===== src/sensor_host_map.svh =====
// Constants for the sensor bus host controller: register offsets, fields and timing counts.
`ifndef SENSOR_HOST_MAP_SVH
`define SENSOR_HOST_MAP_SVH
// -----------------------------------------------------------------------------
// Host command/status registers on APB (byte addresses)
// -----------------------------------------------------------------------------
`define HOST_CTRL_OFFSET      8'h00
`define HOST_WDATA_OFFSET     8'h04
`define HOST_STATUS_OFFSET    8'h08
`define HOST_RDATA_OFFSET     8'h0c
// Control register fields.
`define CTRL_GO_BIT           0
`define CTRL_READ_BIT         1
`define CTRL_SEL_LSB          4
`define CTRL_CMD_LSB          8
// Status register fields.
`define STAT_BUSY_BIT         0
`define STAT_DONE_BIT         1
`define STAT_NACK_BIT         2
// -----------------------------------------------------------------------------
// Sensor register map (command codes)
// -----------------------------------------------------------------------------
`define SENS_CAPABILITY       8'h00
`define SENS_CONFIG           8'h01
`define SENS_ALARM_UPPER      8'h02
`define SENS_ALARM_LOWER      8'h03
`define SENS_CRITICAL         8'h04
`define SENS_TEMPERATURE      8'h05
`define SENS_MAKER_ID         8'h06
`define SENS_PART_ID          8'h07
`define SENS_VENDOR_FIRST     8'h08
`define SENS_VENDOR_LAST      8'h0e
`define SENS_CAPABILITY_POR   16'h0017
`define SENS_ADDR_PREFIX      4'h3
// -----------------------------------------------------------------------------
// Serial timing
// -----------------------------------------------------------------------------
`define CLK_PERIOD_NS         8
`define SCL_QUARTER_NS        640
`define SCL_QUARTER_CYCLES    ((`SCL_QUARTER_NS + `CLK_PERIOD_NS - 1) / `CLK_PERIOD_NS)
`endif


===== src/sensor_host_pkg.sv =====
// Types shared by the sensor bus host controller.
package sensor_host_pkg;
   typedef enum logic [3:0] {
      ST_IDLE, ST_START, ST_BYTE, ST_ACK, ST_RESTART, ST_STOP, ST_DONE
   } host_state_e;
   typedef logic [7:0] byte_t;
endpackage


===== src/sensor_host.sv =====
// Serial bus host that performs word writes and word reads on the temperature sensor.
//
// Added by the designer: the APB register port.
`timescale 1ns/1ps
`include "sensor_host_map.svh"

module sensor_host #(
   parameter int QUARTER_CYCLES = `SCL_QUARTER_CYCLES
) (
   input  wire logic                        ref_clk,
   input  wire logic                        reset,
   input  wire logic                        psel,
   input  wire logic                        penable,
   input  wire logic                        pwrite,
   input  wire logic [7:0]                  paddr,
   input  wire logic [31:0]                 pwdata,
   output logic      [31:0]                 prdata,
   output logic                             pready,
   output logic                             pslverr,
   input  wire logic                        scl_in,
   output logic                             scl_out,
   output logic                             scl_oe,
   input  wire logic                        sda_in,
   output logic                             sda_out,
   output logic                             sda_oe
);
   import sensor_host_pkg::*;

   // --------------------------------------------------------------------------
   // Pin synchronisers
   // --------------------------------------------------------------------------
   // Both stages reset to the idle high level so that leaving reset cannot fake a start.
   logic [1:0] sda_sync;
   logic [1:0] scl_sync;
   always_ff @(posedge ref_clk) begin
      if (reset) begin
         sda_sync <= 2'b11;
         scl_sync <= 2'b11;
      end else begin
         sda_sync <= {sda_sync[0], sda_in};
         scl_sync <= {scl_sync[0], scl_in};
      end
   end
   wire sda_s = sda_sync[1];

   // --------------------------------------------------------------------------
   // APB register file
   // --------------------------------------------------------------------------
   logic        go_req;
   logic        op_read;
   logic [2:0]  dev_sel;
   byte_t       cmd_code;
   logic [15:0] wr_word;
   logic [15:0] rd_word;
   logic        busy;
   logic        done_flag;
   logic        nack_flag;
   logic        finish;
   logic        got_nack;
   wire         apb_wr = psel && penable && pwrite;
   wire         apb_rd = psel && penable && !pwrite;

   // Zero wait states: the access phase completes at its first edge.
   always_ff @(posedge ref_clk) begin
      if (reset) begin
         pready  <= 1'b0;
         pslverr <= 1'b0;
      end else begin
         pready  <= psel && !penable;
         pslverr <= psel && !penable && paddr != `HOST_CTRL_OFFSET && paddr != `HOST_WDATA_OFFSET
                    && paddr != `HOST_STATUS_OFFSET && paddr != `HOST_RDATA_OFFSET;
      end
   end

   always_ff @(posedge ref_clk) begin
      if (reset) begin
         op_read  <= 1'b0;
         dev_sel  <= 3'h0;
         cmd_code <= 8'h00;
         wr_word  <= 16'h0000;
      end else if (apb_wr && pready && paddr == `HOST_CTRL_OFFSET && !busy) begin
         op_read  <= pwdata[`CTRL_READ_BIT];
         dev_sel  <= pwdata[`CTRL_SEL_LSB +: 3];
         cmd_code <= pwdata[`CTRL_CMD_LSB +: 8];
      end else if (apb_wr && pready && paddr == `HOST_WDATA_OFFSET && !busy) begin
         wr_word  <= pwdata[15:0];
      end
   end

   // A start request while busy is ignored so a transfer is never cut short.
   always_ff @(posedge ref_clk) begin
      if (reset) begin
         go_req <= 1'b0;
      end else begin
         go_req <= apb_wr && pready && paddr == `HOST_CTRL_OFFSET && !busy && pwdata[`CTRL_GO_BIT];
      end
   end

   // --------------------------------------------------------------------------
   // Status flags
   // --------------------------------------------------------------------------
   // Completion wins over a software clear in the same cycle.
   always_ff @(posedge ref_clk) begin
      if (reset) begin
         done_flag <= 1'b0;
         nack_flag <= 1'b0;
      end else if (finish) begin
         done_flag <= 1'b1;
         nack_flag <= got_nack;
      end else if (go_req) begin
         done_flag <= 1'b0;
         nack_flag <= 1'b0;
      end
   end

   // --------------------------------------------------------------------------
   // Read data
   // --------------------------------------------------------------------------
   // Read data is taken in the setup cycle so it stands for the single access cycle.
   always_ff @(posedge ref_clk) begin
      if (reset) begin
         prdata <= 32'h0000_0000;
      end else if (apb_rd && !pready) begin
         prdata <= 32'h0000_0000;
      end else if (psel && !penable && !pwrite) begin
         unique case (paddr)
            `HOST_CTRL_OFFSET:   prdata <= {16'h0000, cmd_code, 1'b0, dev_sel, 2'b00, op_read, 1'b0};
            `HOST_WDATA_OFFSET:  prdata <= {16'h0000, wr_word};
            `HOST_STATUS_OFFSET: prdata <= {29'h0, nack_flag, done_flag, busy};
            `HOST_RDATA_OFFSET:  prdata <= {16'h0000, rd_word};
            default:             prdata <= 32'h0000_0000;
         endcase
      end
   end

   // --------------------------------------------------------------------------
   // Serial engine
   // --------------------------------------------------------------------------
   // Each bit is four quarter periods: low/change, low, high/sample, high.
   host_state_e state;
   logic [15:0] qcnt;
   logic [1:0]  phase;
   logic [3:0]  bitn;
   logic [2:0]  byten;
   byte_t       shreg;
   logic        restarted;
   wire         tick = (qcnt == 16'(QUARTER_CYCLES - 1));
   // Clock stretching: a held-low clock pauses the high phase.
   wire         stalled = (phase == 2'd2) && !scl_sync[1] && !scl_oe;

   always_ff @(posedge ref_clk) begin
      if (reset || state == ST_IDLE || tick) begin
         qcnt <= 16'h0000;
      end else if (!stalled) begin
         qcnt <= qcnt + 16'h0001;
      end
   end

   // Byte order: 0 address(w), 1 command, 2 MSB, 3 LSB; read: 2 address(r), 3 MSB, 4 LSB.
   function automatic byte_t tx_byte(input logic [2:0] n);
      byte_t b;
      b = 8'h00;
      unique case (n)
         3'd0:    b = {`SENS_ADDR_PREFIX, dev_sel, 1'b0};
         3'd1:    b = cmd_code;
         3'd2:    b = op_read ? {`SENS_ADDR_PREFIX, dev_sel, 1'b1} : wr_word[15:8];
         default: b = wr_word[7:0];
      endcase
      return b;
   endfunction

   wire receiving = op_read && restarted && byten != 3'd2;
   wire last_byte = op_read ? (restarted && byten == 3'd4) : (byten == 3'd3);

   // --------------------------------------------------------------------------
   // Transfer sequencer
   // --------------------------------------------------------------------------
   always_ff @(posedge ref_clk) begin
      if (reset) begin
         state     <= ST_IDLE;
         phase     <= 2'd0;
         bitn      <= 4'd0;
         byten     <= 3'd0;
         shreg     <= 8'h00;
         restarted <= 1'b0;
         busy      <= 1'b0;
         finish    <= 1'b0;
         got_nack  <= 1'b0;
         rd_word   <= 16'h0000;
         scl_oe    <= 1'b0;
         sda_oe    <= 1'b0;
      end else begin
         finish <= 1'b0;
         if (state == ST_IDLE) begin
            scl_oe <= 1'b0;
            sda_oe <= 1'b0;
            if (go_req) begin
               busy      <= 1'b1;
               got_nack  <= 1'b0;
               restarted <= 1'b0;
               byten     <= 3'd0;
               phase     <= 2'd0;
               state     <= ST_START;
            end
         end else if (tick) begin
            phase <= phase + 2'd1;
            unique case (state)
               ST_START, ST_RESTART: begin
                  // Phase 0 releases data, phase 1 releases the clock, phase 2 pulls data low with clock high.
                  if (phase == 2'd0) sda_oe <= 1'b0;
                  if (phase == 2'd1) scl_oe <= 1'b0;
                  if (phase == 2'd2) sda_oe <= 1'b1;
                  if (phase == 2'd3) begin
                     scl_oe <= 1'b1;
                     shreg  <= tx_byte(byten);
                     bitn   <= 4'd0;
                     state  <= ST_BYTE;
                  end
               end
               ST_BYTE: begin
                  if (phase == 2'd0) sda_oe <= receiving ? 1'b0 : !shreg[7];
                  if (phase == 2'd1) scl_oe <= 1'b0;
                  if (phase == 2'd2 && receiving) rd_word <= {rd_word[14:0], sda_s};
                  if (phase == 2'd3) begin
                     scl_oe <= 1'b1;
                     shreg  <= {shreg[6:0], 1'b0};
                     bitn   <= bitn + 4'd1;
                     if (bitn == 4'd7) state <= ST_ACK;
                  end
               end
               ST_ACK: begin
                  // Host acks MSB and nacks LSB on reads; otherwise listens for the sensor.
                  if (phase == 2'd0) sda_oe <= receiving && !last_byte;
                  if (phase == 2'd1) scl_oe <= 1'b0;
                  if (phase == 2'd2 && !receiving && sda_s) got_nack <= 1'b1;
                  if (phase == 2'd3) begin
                     scl_oe <= 1'b1;
                     byten  <= byten + 3'd1;
                     // A refused byte ends the frame with a stop so the bus is left free.
                     if (got_nack || last_byte) begin
                        state <= ST_STOP;
                     end else if (op_read && !restarted && byten == 3'd1) begin
                        restarted <= 1'b1;
                        state     <= ST_RESTART;
                     end else begin
                        shreg <= tx_byte(byten + 3'd1);
                        bitn  <= 4'd0;
                        state <= ST_BYTE;
                     end
                  end
               end
               ST_STOP: begin
                  if (phase == 2'd0) sda_oe <= 1'b1;
                  if (phase == 2'd1) scl_oe <= 1'b0;
                  if (phase == 2'd2) sda_oe <= 1'b0;
                  if (phase == 2'd3) state <= ST_DONE;
               end
               ST_DONE: begin
                  busy   <= 1'b0;
                  finish <= 1'b1;
                  state  <= ST_IDLE;
               end
               // An illegal state code falls back to idle with both lines released.
               default: begin
                  busy   <= 1'b0;
                  scl_oe <= 1'b0;
                  sda_oe <= 1'b0;
                  state  <= ST_IDLE;
               end
            endcase
         end
      end
   end

   // --------------------------------------------------------------------------
   // Pin drivers
   // --------------------------------------------------------------------------
   // Open-drain: the host only ever drives low.
   always_ff @(posedge ref_clk) begin
      if (reset) begin
         scl_out <= 1'b0;
         sda_out <= 1'b0;
      end else begin
         scl_out <= 1'b0;
         sda_out <= 1'b0;
      end
   end
endmodule


===== config.mk =====
export PLATFORM = sky130hd
export DESIGN_NAME = sensor_host
export DESIGN_NICKNAME = d
export VERILOG_FILES = /design/src/sensor_host_pkg.sv /design/src/sensor_host.sv
export VERILOG_INCLUDE_DIRS = /design/src
export SDC_FILE = /design/constraint.sdc
export NUM_CORES = 1
export LEC_CHECK = 0
export BUFFER_PORTS_ARGS = -buffer_cell sky130_fd_sc_hd__clkbuf_2
export CAP_MARGIN = 0
export CORE_UTILIZATION = 57
export DETAILED_ROUTE_END_ITERATION = 10
export PLACE_DENSITY = 0.79
export REMOVE_ABC_BUFFERS = 1
export SLEW_MARGIN = 20
export SYNTH_ARGS = -nofsm -noshare
export SYNTH_HDL_FRONTEND = slang
export SYNTH_SLANG_ARGS = --single-unit

===== constraint.sdc =====
create_clock -name ref_clk -period 3.2 [get_ports ref_clk]
set_input_delay 0.96 -clock ref_clk [delete_from_list [all_inputs] [get_ports ref_clk]]
set_output_delay 0.96 -clock ref_clk [all_outputs]
set_load 0.01 [all_outputs]

* Yosys cells after proc, flatten, opt, wreduce, memory -nomap -nowiden *
Index checks and enable logic that the tools add are counted.

word-level totals
  word-level logic and storage cells = 209
  latch bits = 0
  memories kept = 0
  output and inout port bits = 38
  bits in read-only memories = 0
  memory bits (writable) = 0
  input bits = 47
  bits in registers = 128

cells by class
  order comparisons = 0
  bitwise logic cells = 4
  shift operators = 0
  add/sub/neg operators = 4
  equality and inequality tests = 41
  div/mod/pow operators = 0
  multipliers = 0
  reduce and logical (&&, ||, !) cells = 70
  multiplexer cells = 65

operators by type and width
  operator                                        number
  one-hot mux 8 bit (3 select lines)              3
  one-hot mux 16 bit (4 select lines)             1
  two-way mux 4 bit                               13
  two-way mux 8 bit                               6
  two-way mux 1 bit                               28
  logical AND 1 bit                               27
  two-way mux 3 bit                               7
  != test 3 bit, second input constant            7
  != test 2 bit, second input constant            9
  adder 16 x 1 -> 16 bit, second input constant   1
  == test 16 x 7 -> 1 bit, second input constant  1
  == test 4 x 3 -> 1 bit, second input constant   4
  == test 8 x 4 -> 1 bit, second input constant   2
  != test 8 x 4 -> 1 bit, second input constant   2
  one-hot mux 4 bit (4 select lines)              1
  one-hot mux 4 bit (3 select lines)              1
  AND reduction 4 bit                             3
  AND reduction 6 bit                             2
  nonzero test 2 bit                              6
  zero test 1 bit                                 10
  == test 3 x 2 -> 1 bit, second input constant   3
  == test 4 x 2 -> 1 bit, second input constant   2
  == test 8 x 3 -> 1 bit, second input constant   1
  zero test 8 bit                                 1
  29 further kinds                                43

* Logic depth before layout (Yosys ltp) *
  word-level depth = 9
  gate-level depth with buffers = 9
  mapped depth without buffers = 7

* Least setup slack after synthesis *
Ideal clock, no wire load.

  path type = input port to flip-flop
  from = input paddr[1]
  to = register wr_word[0]
  data arrival time = 2.360 ns
  slack = 0.713 ns
  stages = 7
  setup time = 0.128 ns
  required time = 3.072 ns
  buffers on the path = 2
  cells stage by stage = nor4_1 > nand4_1 > nor2b_1 > buf_2 > buf_2 > mux2i_1 > nor2_1

on the way
  cells in the longest elaborated chain, start to end = 5
  elaborated cells between the ends (all ways) = 8
  classes of those cells = eq/ne (1); bitwise (1); reduce/logical (6)

ends and longest elaborated chain
  what                               line               RTL
  start, declared                    sensor_host.sv:15  input wire logic [7:0] paddr,
  zero test 8 bit                    n/a
  logical AND 1 bit (no line)        n/a
  logical AND 1 bit                  sensor_host.sv:81  end else if (apb_wr && pready && paddr == `HOST_CTRL_OFFSET && !busy) begin
  inverter 1 bit (no line)           n/a
  AND reduction 2 bit (no line) (*)  n/a
  end signal, assigned               sensor_host.sv:86  wr_word <= pwdata[15:0];
  end, declared                      sensor_host.sv:53  logic [15:0] wr_word;

Mark *: on every way between the ends. The rest lies on a longest branch, timed or not.
A chain may end at the register's enable or synchronous reset.

* Worst setup path after layout *
  from = register byten[1]
  to = register bitn[3]

on the way
  cells in the longest elaborated chain, start to end = 6
  elaborated cells between the ends (all ways) = 10
  classes of those cells = eq/ne (5); mux (1); reduce/logical (4)

ends and longest elaborated chain
  what                               line                RTL
  start, declared                    sensor_host.sv:144  logic [2:0] byten;
  start signal, assigned             sensor_host.sv:238  byten <= byten + 3'd1;
  == test 3 bit                      sensor_host.sv:173  wire last_byte = op_read ? (restarted && byten == 3'd4) : (byten == 3'd3);
  logical AND 1 bit                  sensor_host.sv:173
  two-way mux 1 bit                  sensor_host.sv:173
  logical OR 1 bit                   sensor_host.sv:240  if (got_nack || last_byte) begin
  != test 2 bit (no line)            n/a
  AND reduction 8 bit (no line) (*)  n/a
  end signal, assigned               sensor_host.sv:227  bitn <= bitn + 4'd1;
  end, declared                      sensor_host.sv:143  logic [3:0] bitn;

Marked as above.

==> flow_metrics.tcl <==
set metrics [dict create \
    synth_enable_flop_cells 0 \
    timing.final.crit_share_pct 82.9 \
    hold_path.class "flip-flop to flip-flop" \
    design.portCount 85 \
    diodes 0 \
    first_pass_grt_wire_length_um 21700 \
    avgSynthCellArea_um2 8.85 \
    finalHoldViolCount 0 \
    critical_path_arrival_ns 2.96 \
    shortest_period_the_worst_path_allows_ns 2.65 \
    ctsHtreeMaxLevel 3 \
    critical_path_class "flip-flop to flip-flop" \
    ctsResizeCount 0 \
    cts_max_path_buffers 2 \
    clock_latency_ns 0.38 \
    count_of_placed_standard_cells_including_taps 784 \
    max-vdd-ir-drop_mv 0.291 \
    route.final.wire_length_um 13000 \
    power_per_cell_area_nw_per_um2 369 \
    nNetsFinal 726 \
    number_of_cts_inserted_buffers 9 \
    detailroute.via_count 4751 \
    routed_wire_length_per_instance_um 16.2 \
    tritoncts "yes" \
    grt_pass1_vias 4548 \
    worst_hold_slack_ns 0.422 \
    seq_area_frac_synth_pct 39.7 \
    drive_gt1_share_pct 14.9 \
    synthesis.instances 632 \
    detail_route.drc_violations 0 \
    pin_count_of_the_biggest_net_entering_global_routing 35 \
    worst_slew_pin_slew_ns 0.700 \
    final_max_slew_viol_count 0 \
    cts.sinks 111 \
    crit_path_end_kind "flip-flop" \
    drt-initial-drc-count 416 \
    max-cap-violations 0 \
    power.leakage_nw 2.16 \
    post_cts_setup_repair_buffer_count 0 \
    grt_remaining_overflow 0 \
    synth-seq-cells 111 \
    synth_async_sr_flop_share_pct 0 \
    yosys.cell_types.count 66 \
    timing.critical_path.fanout_max 11 \
    fin_worst_skew_ns 0.0153 \
    port_buffers 50 \
    fillers 803 \
    hold_buffers 0 \
    finalNonFillerCells 800 \
    die_width_um 101 \
    clk_root_buffer_cell "sky130_fd_sc_hd__clkbuf_8" \
    die_y_um 101 \
    floorplan.initialDensity_pct 59.7 \
    firstDrtPassIters 7 \
    synth_top_flop_cell "sky130_fd_sc_hd__dfxtp_1" \
    setup.reg_to_reg.worst_slack_ns 0.55 \
    worstSetupStartpointType "flip-flop" \
    setup_total_negative_slack_ns 0 \
    routabilityCongestion 0.941 \
    post_synth_instance_area_um2 5590 \
    rsz0062_at_grt "false" \
    routed_via_density 5.94 \
    setup_viol 0 \
    grt_usage_pct 27.1 \
    rows 35 \
    drt.antenna.violating_nets 0 \
    clkTransAtPathRegs_ns 0.10 \
    yosysWarnings 0 \
    crit_required_ns 3.51 \
    place.detailed.hpwl_um 9350 \
    design.die.area_um2 10200 \
    number_of_antenna_violations_at_the_first_check_in_global_routing 0 \
    status "finished, final reports clean" \
    flow.area_growth_from_synthesis_pct 7.72 \
    timing.max_slew.rel_slack_pct 53.0 \
    fmax_mhz 377 \
    core_area_um2 9370 \
]
## critical path, cell delays in order (launching register included)
cell	delay, ns
sky130_fd_sc_hd__dfxtp_1	0.56
sky130_fd_sc_hd__inv_1	0.15
sky130_fd_sc_hd__ha_1	0.36
sky130_fd_sc_hd__nor4bb_1	0.23
sky130_fd_sc_hd__nor4_4	0.29
sky130_fd_sc_hd__o2111ai_4	0.27
sky130_fd_sc_hd__or4_1	0.57
sky130_fd_sc_hd__a21oi_1	0.16
## layout by cell type (no fill, tap or decap), types with 3 or more instances in the layout
master	instances
sky130_fd_sc_hd__nor3_1	12
sky130_fd_sc_hd__dfxtp_1	111
sky130_fd_sc_hd__clkbuf_2	50
sky130_fd_sc_hd__nand3_1	15
sky130_fd_sc_hd__nand4_1	7
sky130_fd_sc_hd__nand2_1	37
sky130_fd_sc_hd__nor2b_1	6
sky130_fd_sc_hd__clkinv_2	3
sky130_fd_sc_hd__xor2_1	11
sky130_fd_sc_hd__a211oi_1	9
sky130_fd_sc_hd__ha_1	13
sky130_fd_sc_hd__mux2i_1	58
sky130_fd_sc_hd__a222oi_1	6
sky130_fd_sc_hd__a22o_1	3
sky130_fd_sc_hd__inv_1	10
sky130_fd_sc_hd__a22oi_1	17
sky130_fd_sc_hd__nor2_1	102
sky130_fd_sc_hd__o211ai_1	4
sky130_fd_sc_hd__o2bb2ai_1	3
sky130_fd_sc_hd__or2_2	4
sky130_fd_sc_hd__conb_1	18
sky130_fd_sc_hd__a32oi_1	7
sky130_fd_sc_hd__and3_1	4
sky130_fd_sc_hd__mux2_2	6
sky130_fd_sc_hd__o21ai_0	32
sky130_fd_sc_hd__clkbuf_8	9
sky130_fd_sc_hd__o31ai_1	4
sky130_fd_sc_hd__clkinvlp_4	3
sky130_fd_sc_hd__nor4_1	6
sky130_fd_sc_hd__xnor2_1	5
sky130_fd_sc_hd__buf_4	12
sky130_fd_sc_hd__a221oi_1	3
sky130_fd_sc_hd__a21o_1	3
sky130_fd_sc_hd__a21oi_1	30
sky130_fd_sc_hd__and2_1	3
sky130_fd_sc_hd__a32o_1	3
## area by class of cell
cell class	count	area (um^2)	area share [%]
Sequential cell	111	2220	36.9
Clock inverter	6	37.5	0.623
Multi-Input combinational cell	471	3080	51.1
Tap cell	129	161	2.68
Clock buffer	10	128	2.12
Inverter	10	37.5	0.623
Timing Repair Buffer	63	360	5.98
## registers in the layout, summed over array words and instances (netlist names), 3 cells and up
signal,cells
qcnt,16
dev_sel,3
cmd_code,8
shreg,8
state,3
byten,3
rd_word,16
bitn,4
prdata,16
wr_word,16
## path summary, 6_finish.rpt
check | end | start | cells after the start
hold / removal | scl_sync[1]$_SDFF_PP1_ | scl_sync[0]$_SDFF_PP1_ | 1
hold reg to reg | scl_sync[1]$_SDFF_PP1_ | scl_sync[0]$_SDFF_PP1_ | 1
setup / recovery | bitn[3]$_SDFFE_PP0P_ | byten[1]$_SDFFE_PP0P_ | 7
setup reg to reg | bitn[3]$_SDFFE_PP0P_ | byten[1]$_SDFFE_PP0P_ | 7
## kinds of logic (layout without fill, tap and decap cells)
family | after synthesis | count (layout) | share of synthesized area [%]
simple gates | 221 | 221 | 19.4
other cells | 1 | 18 | 0.0671
flops | 111 | 111 | 39.7
fa+ha+maj | 13 | 13 | 2.91
buf+inv | 67 | 89 | 6.42
compound gates | 138 | 138 | 17.0
mux | 65 | 65 | 12.0
xor+xnor | 16 | 16 | 2.51
## Yosys cell counts (3+ instances only)
| cell | count | share of area, % |
|---|---|---|
| sky130_fd_sc_hd__o2bb2ai_1 | 3 | 0.47 |
| sky130_fd_sc_hd__nor4_1 | 6 | 0.67 |
| sky130_fd_sc_hd__buf_2 | 8 | 0.72 |
| sky130_fd_sc_hd__mux2_2 | 6 | 1.2 |
| sky130_fd_sc_hd__nand4_1 | 7 | 0.78 |
| sky130_fd_sc_hd__a211oi_1 | 9 | 1.2 |
| sky130_fd_sc_hd__a221oi_1 | 3 | 0.47 |
| sky130_fd_sc_hd__a222oi_1 | 6 | 1.1 |
| sky130_fd_sc_hd__and3_1 | 4 | 0.45 |
| sky130_fd_sc_hd__buf_4 | 18 | 2.4 |
| sky130_fd_sc_hd__inv_1 | 10 | 0.67 |
| sky130_fd_sc_hd__nor3_1 | 12 | 1.1 |
| sky130_fd_sc_hd__nand3_1 | 15 | 1.3 |
| sky130_fd_sc_hd__and2_1 | 3 | 0.34 |
| sky130_fd_sc_hd__xnor2_1 | 5 | 0.78 |
| sky130_fd_sc_hd__ha_1 | 13 | 2.9 |
| sky130_fd_sc_hd__nor2_1 | 102 | 6.8 |
| sky130_fd_sc_hd__a22o_1 | 3 | 0.47 |
| sky130_fd_sc_hd__buf_6 | 4 | 0.81 |
| sky130_fd_sc_hd__o211ai_1 | 4 | 0.54 |
| sky130_fd_sc_hd__a21oi_1 | 30 | 2.7 |
| sky130_fd_sc_hd__or2_2 | 4 | 0.45 |
| sky130_fd_sc_hd__o31ai_1 | 4 | 0.54 |
| sky130_fd_sc_hd__a32o_1 | 3 | 0.54 |
| sky130_fd_sc_hd__nor2b_1 | 7 | 0.78 |
| sky130_fd_sc_hd__nand2_1 | 37 | 2.5 |
| sky130_fd_sc_hd__dfxtp_1 | 111 | 40 |
| sky130_fd_sc_hd__o21ai_0 | 32 | 2.9 |
| sky130_fd_sc_hd__xor2_1 | 11 | 1.7 |
| sky130_fd_sc_hd__a32oi_1 | 7 | 1.1 |
| sky130_fd_sc_hd__clkbuf_1 | 26 | 1.7 |
| sky130_fd_sc_hd__a21o_1 | 3 | 0.40 |
| sky130_fd_sc_hd__a22oi_1 | 17 | 2.3 |
| sky130_fd_sc_hd__mux2i_1 | 58 | 10 |
## metal layers
metal | up-vias | GRT usage (%) | share of wire [%]
met2 | 181 | 45.5 | 48
li1 | 2307 | - | -
met3 | 24 | 5.20 | 6.0
met4 | 0 | 10.6 | 1.8
met1 | 2239 | 34.3 | 44
met5 | - | 0 | 0
## stage by stage
step	worst slack [ns]	power [W]	util (%)	instance area, um^2
after floorplan	0.167	0.00145	-	5330
after CTS	0.599	0.00224	64.3	6020
final	0.546	0.00222	64.3	6020
after detailed placement	0.494	0.00150	62.5	5860
after global placement	0.600	0.00150	62.5	5860
after global routing	0.377	0.00230	64.3	6020
## power breakdown
group	total (W)	internal [W]	switching (W)
sequential	0.00138	0.00138	0.00000125
clock	0.000751	0.000280	0.000472
combinational	0.0000855	0.0000271	0.0000584
Note: power is estimated with default switching activity, not from simulation.
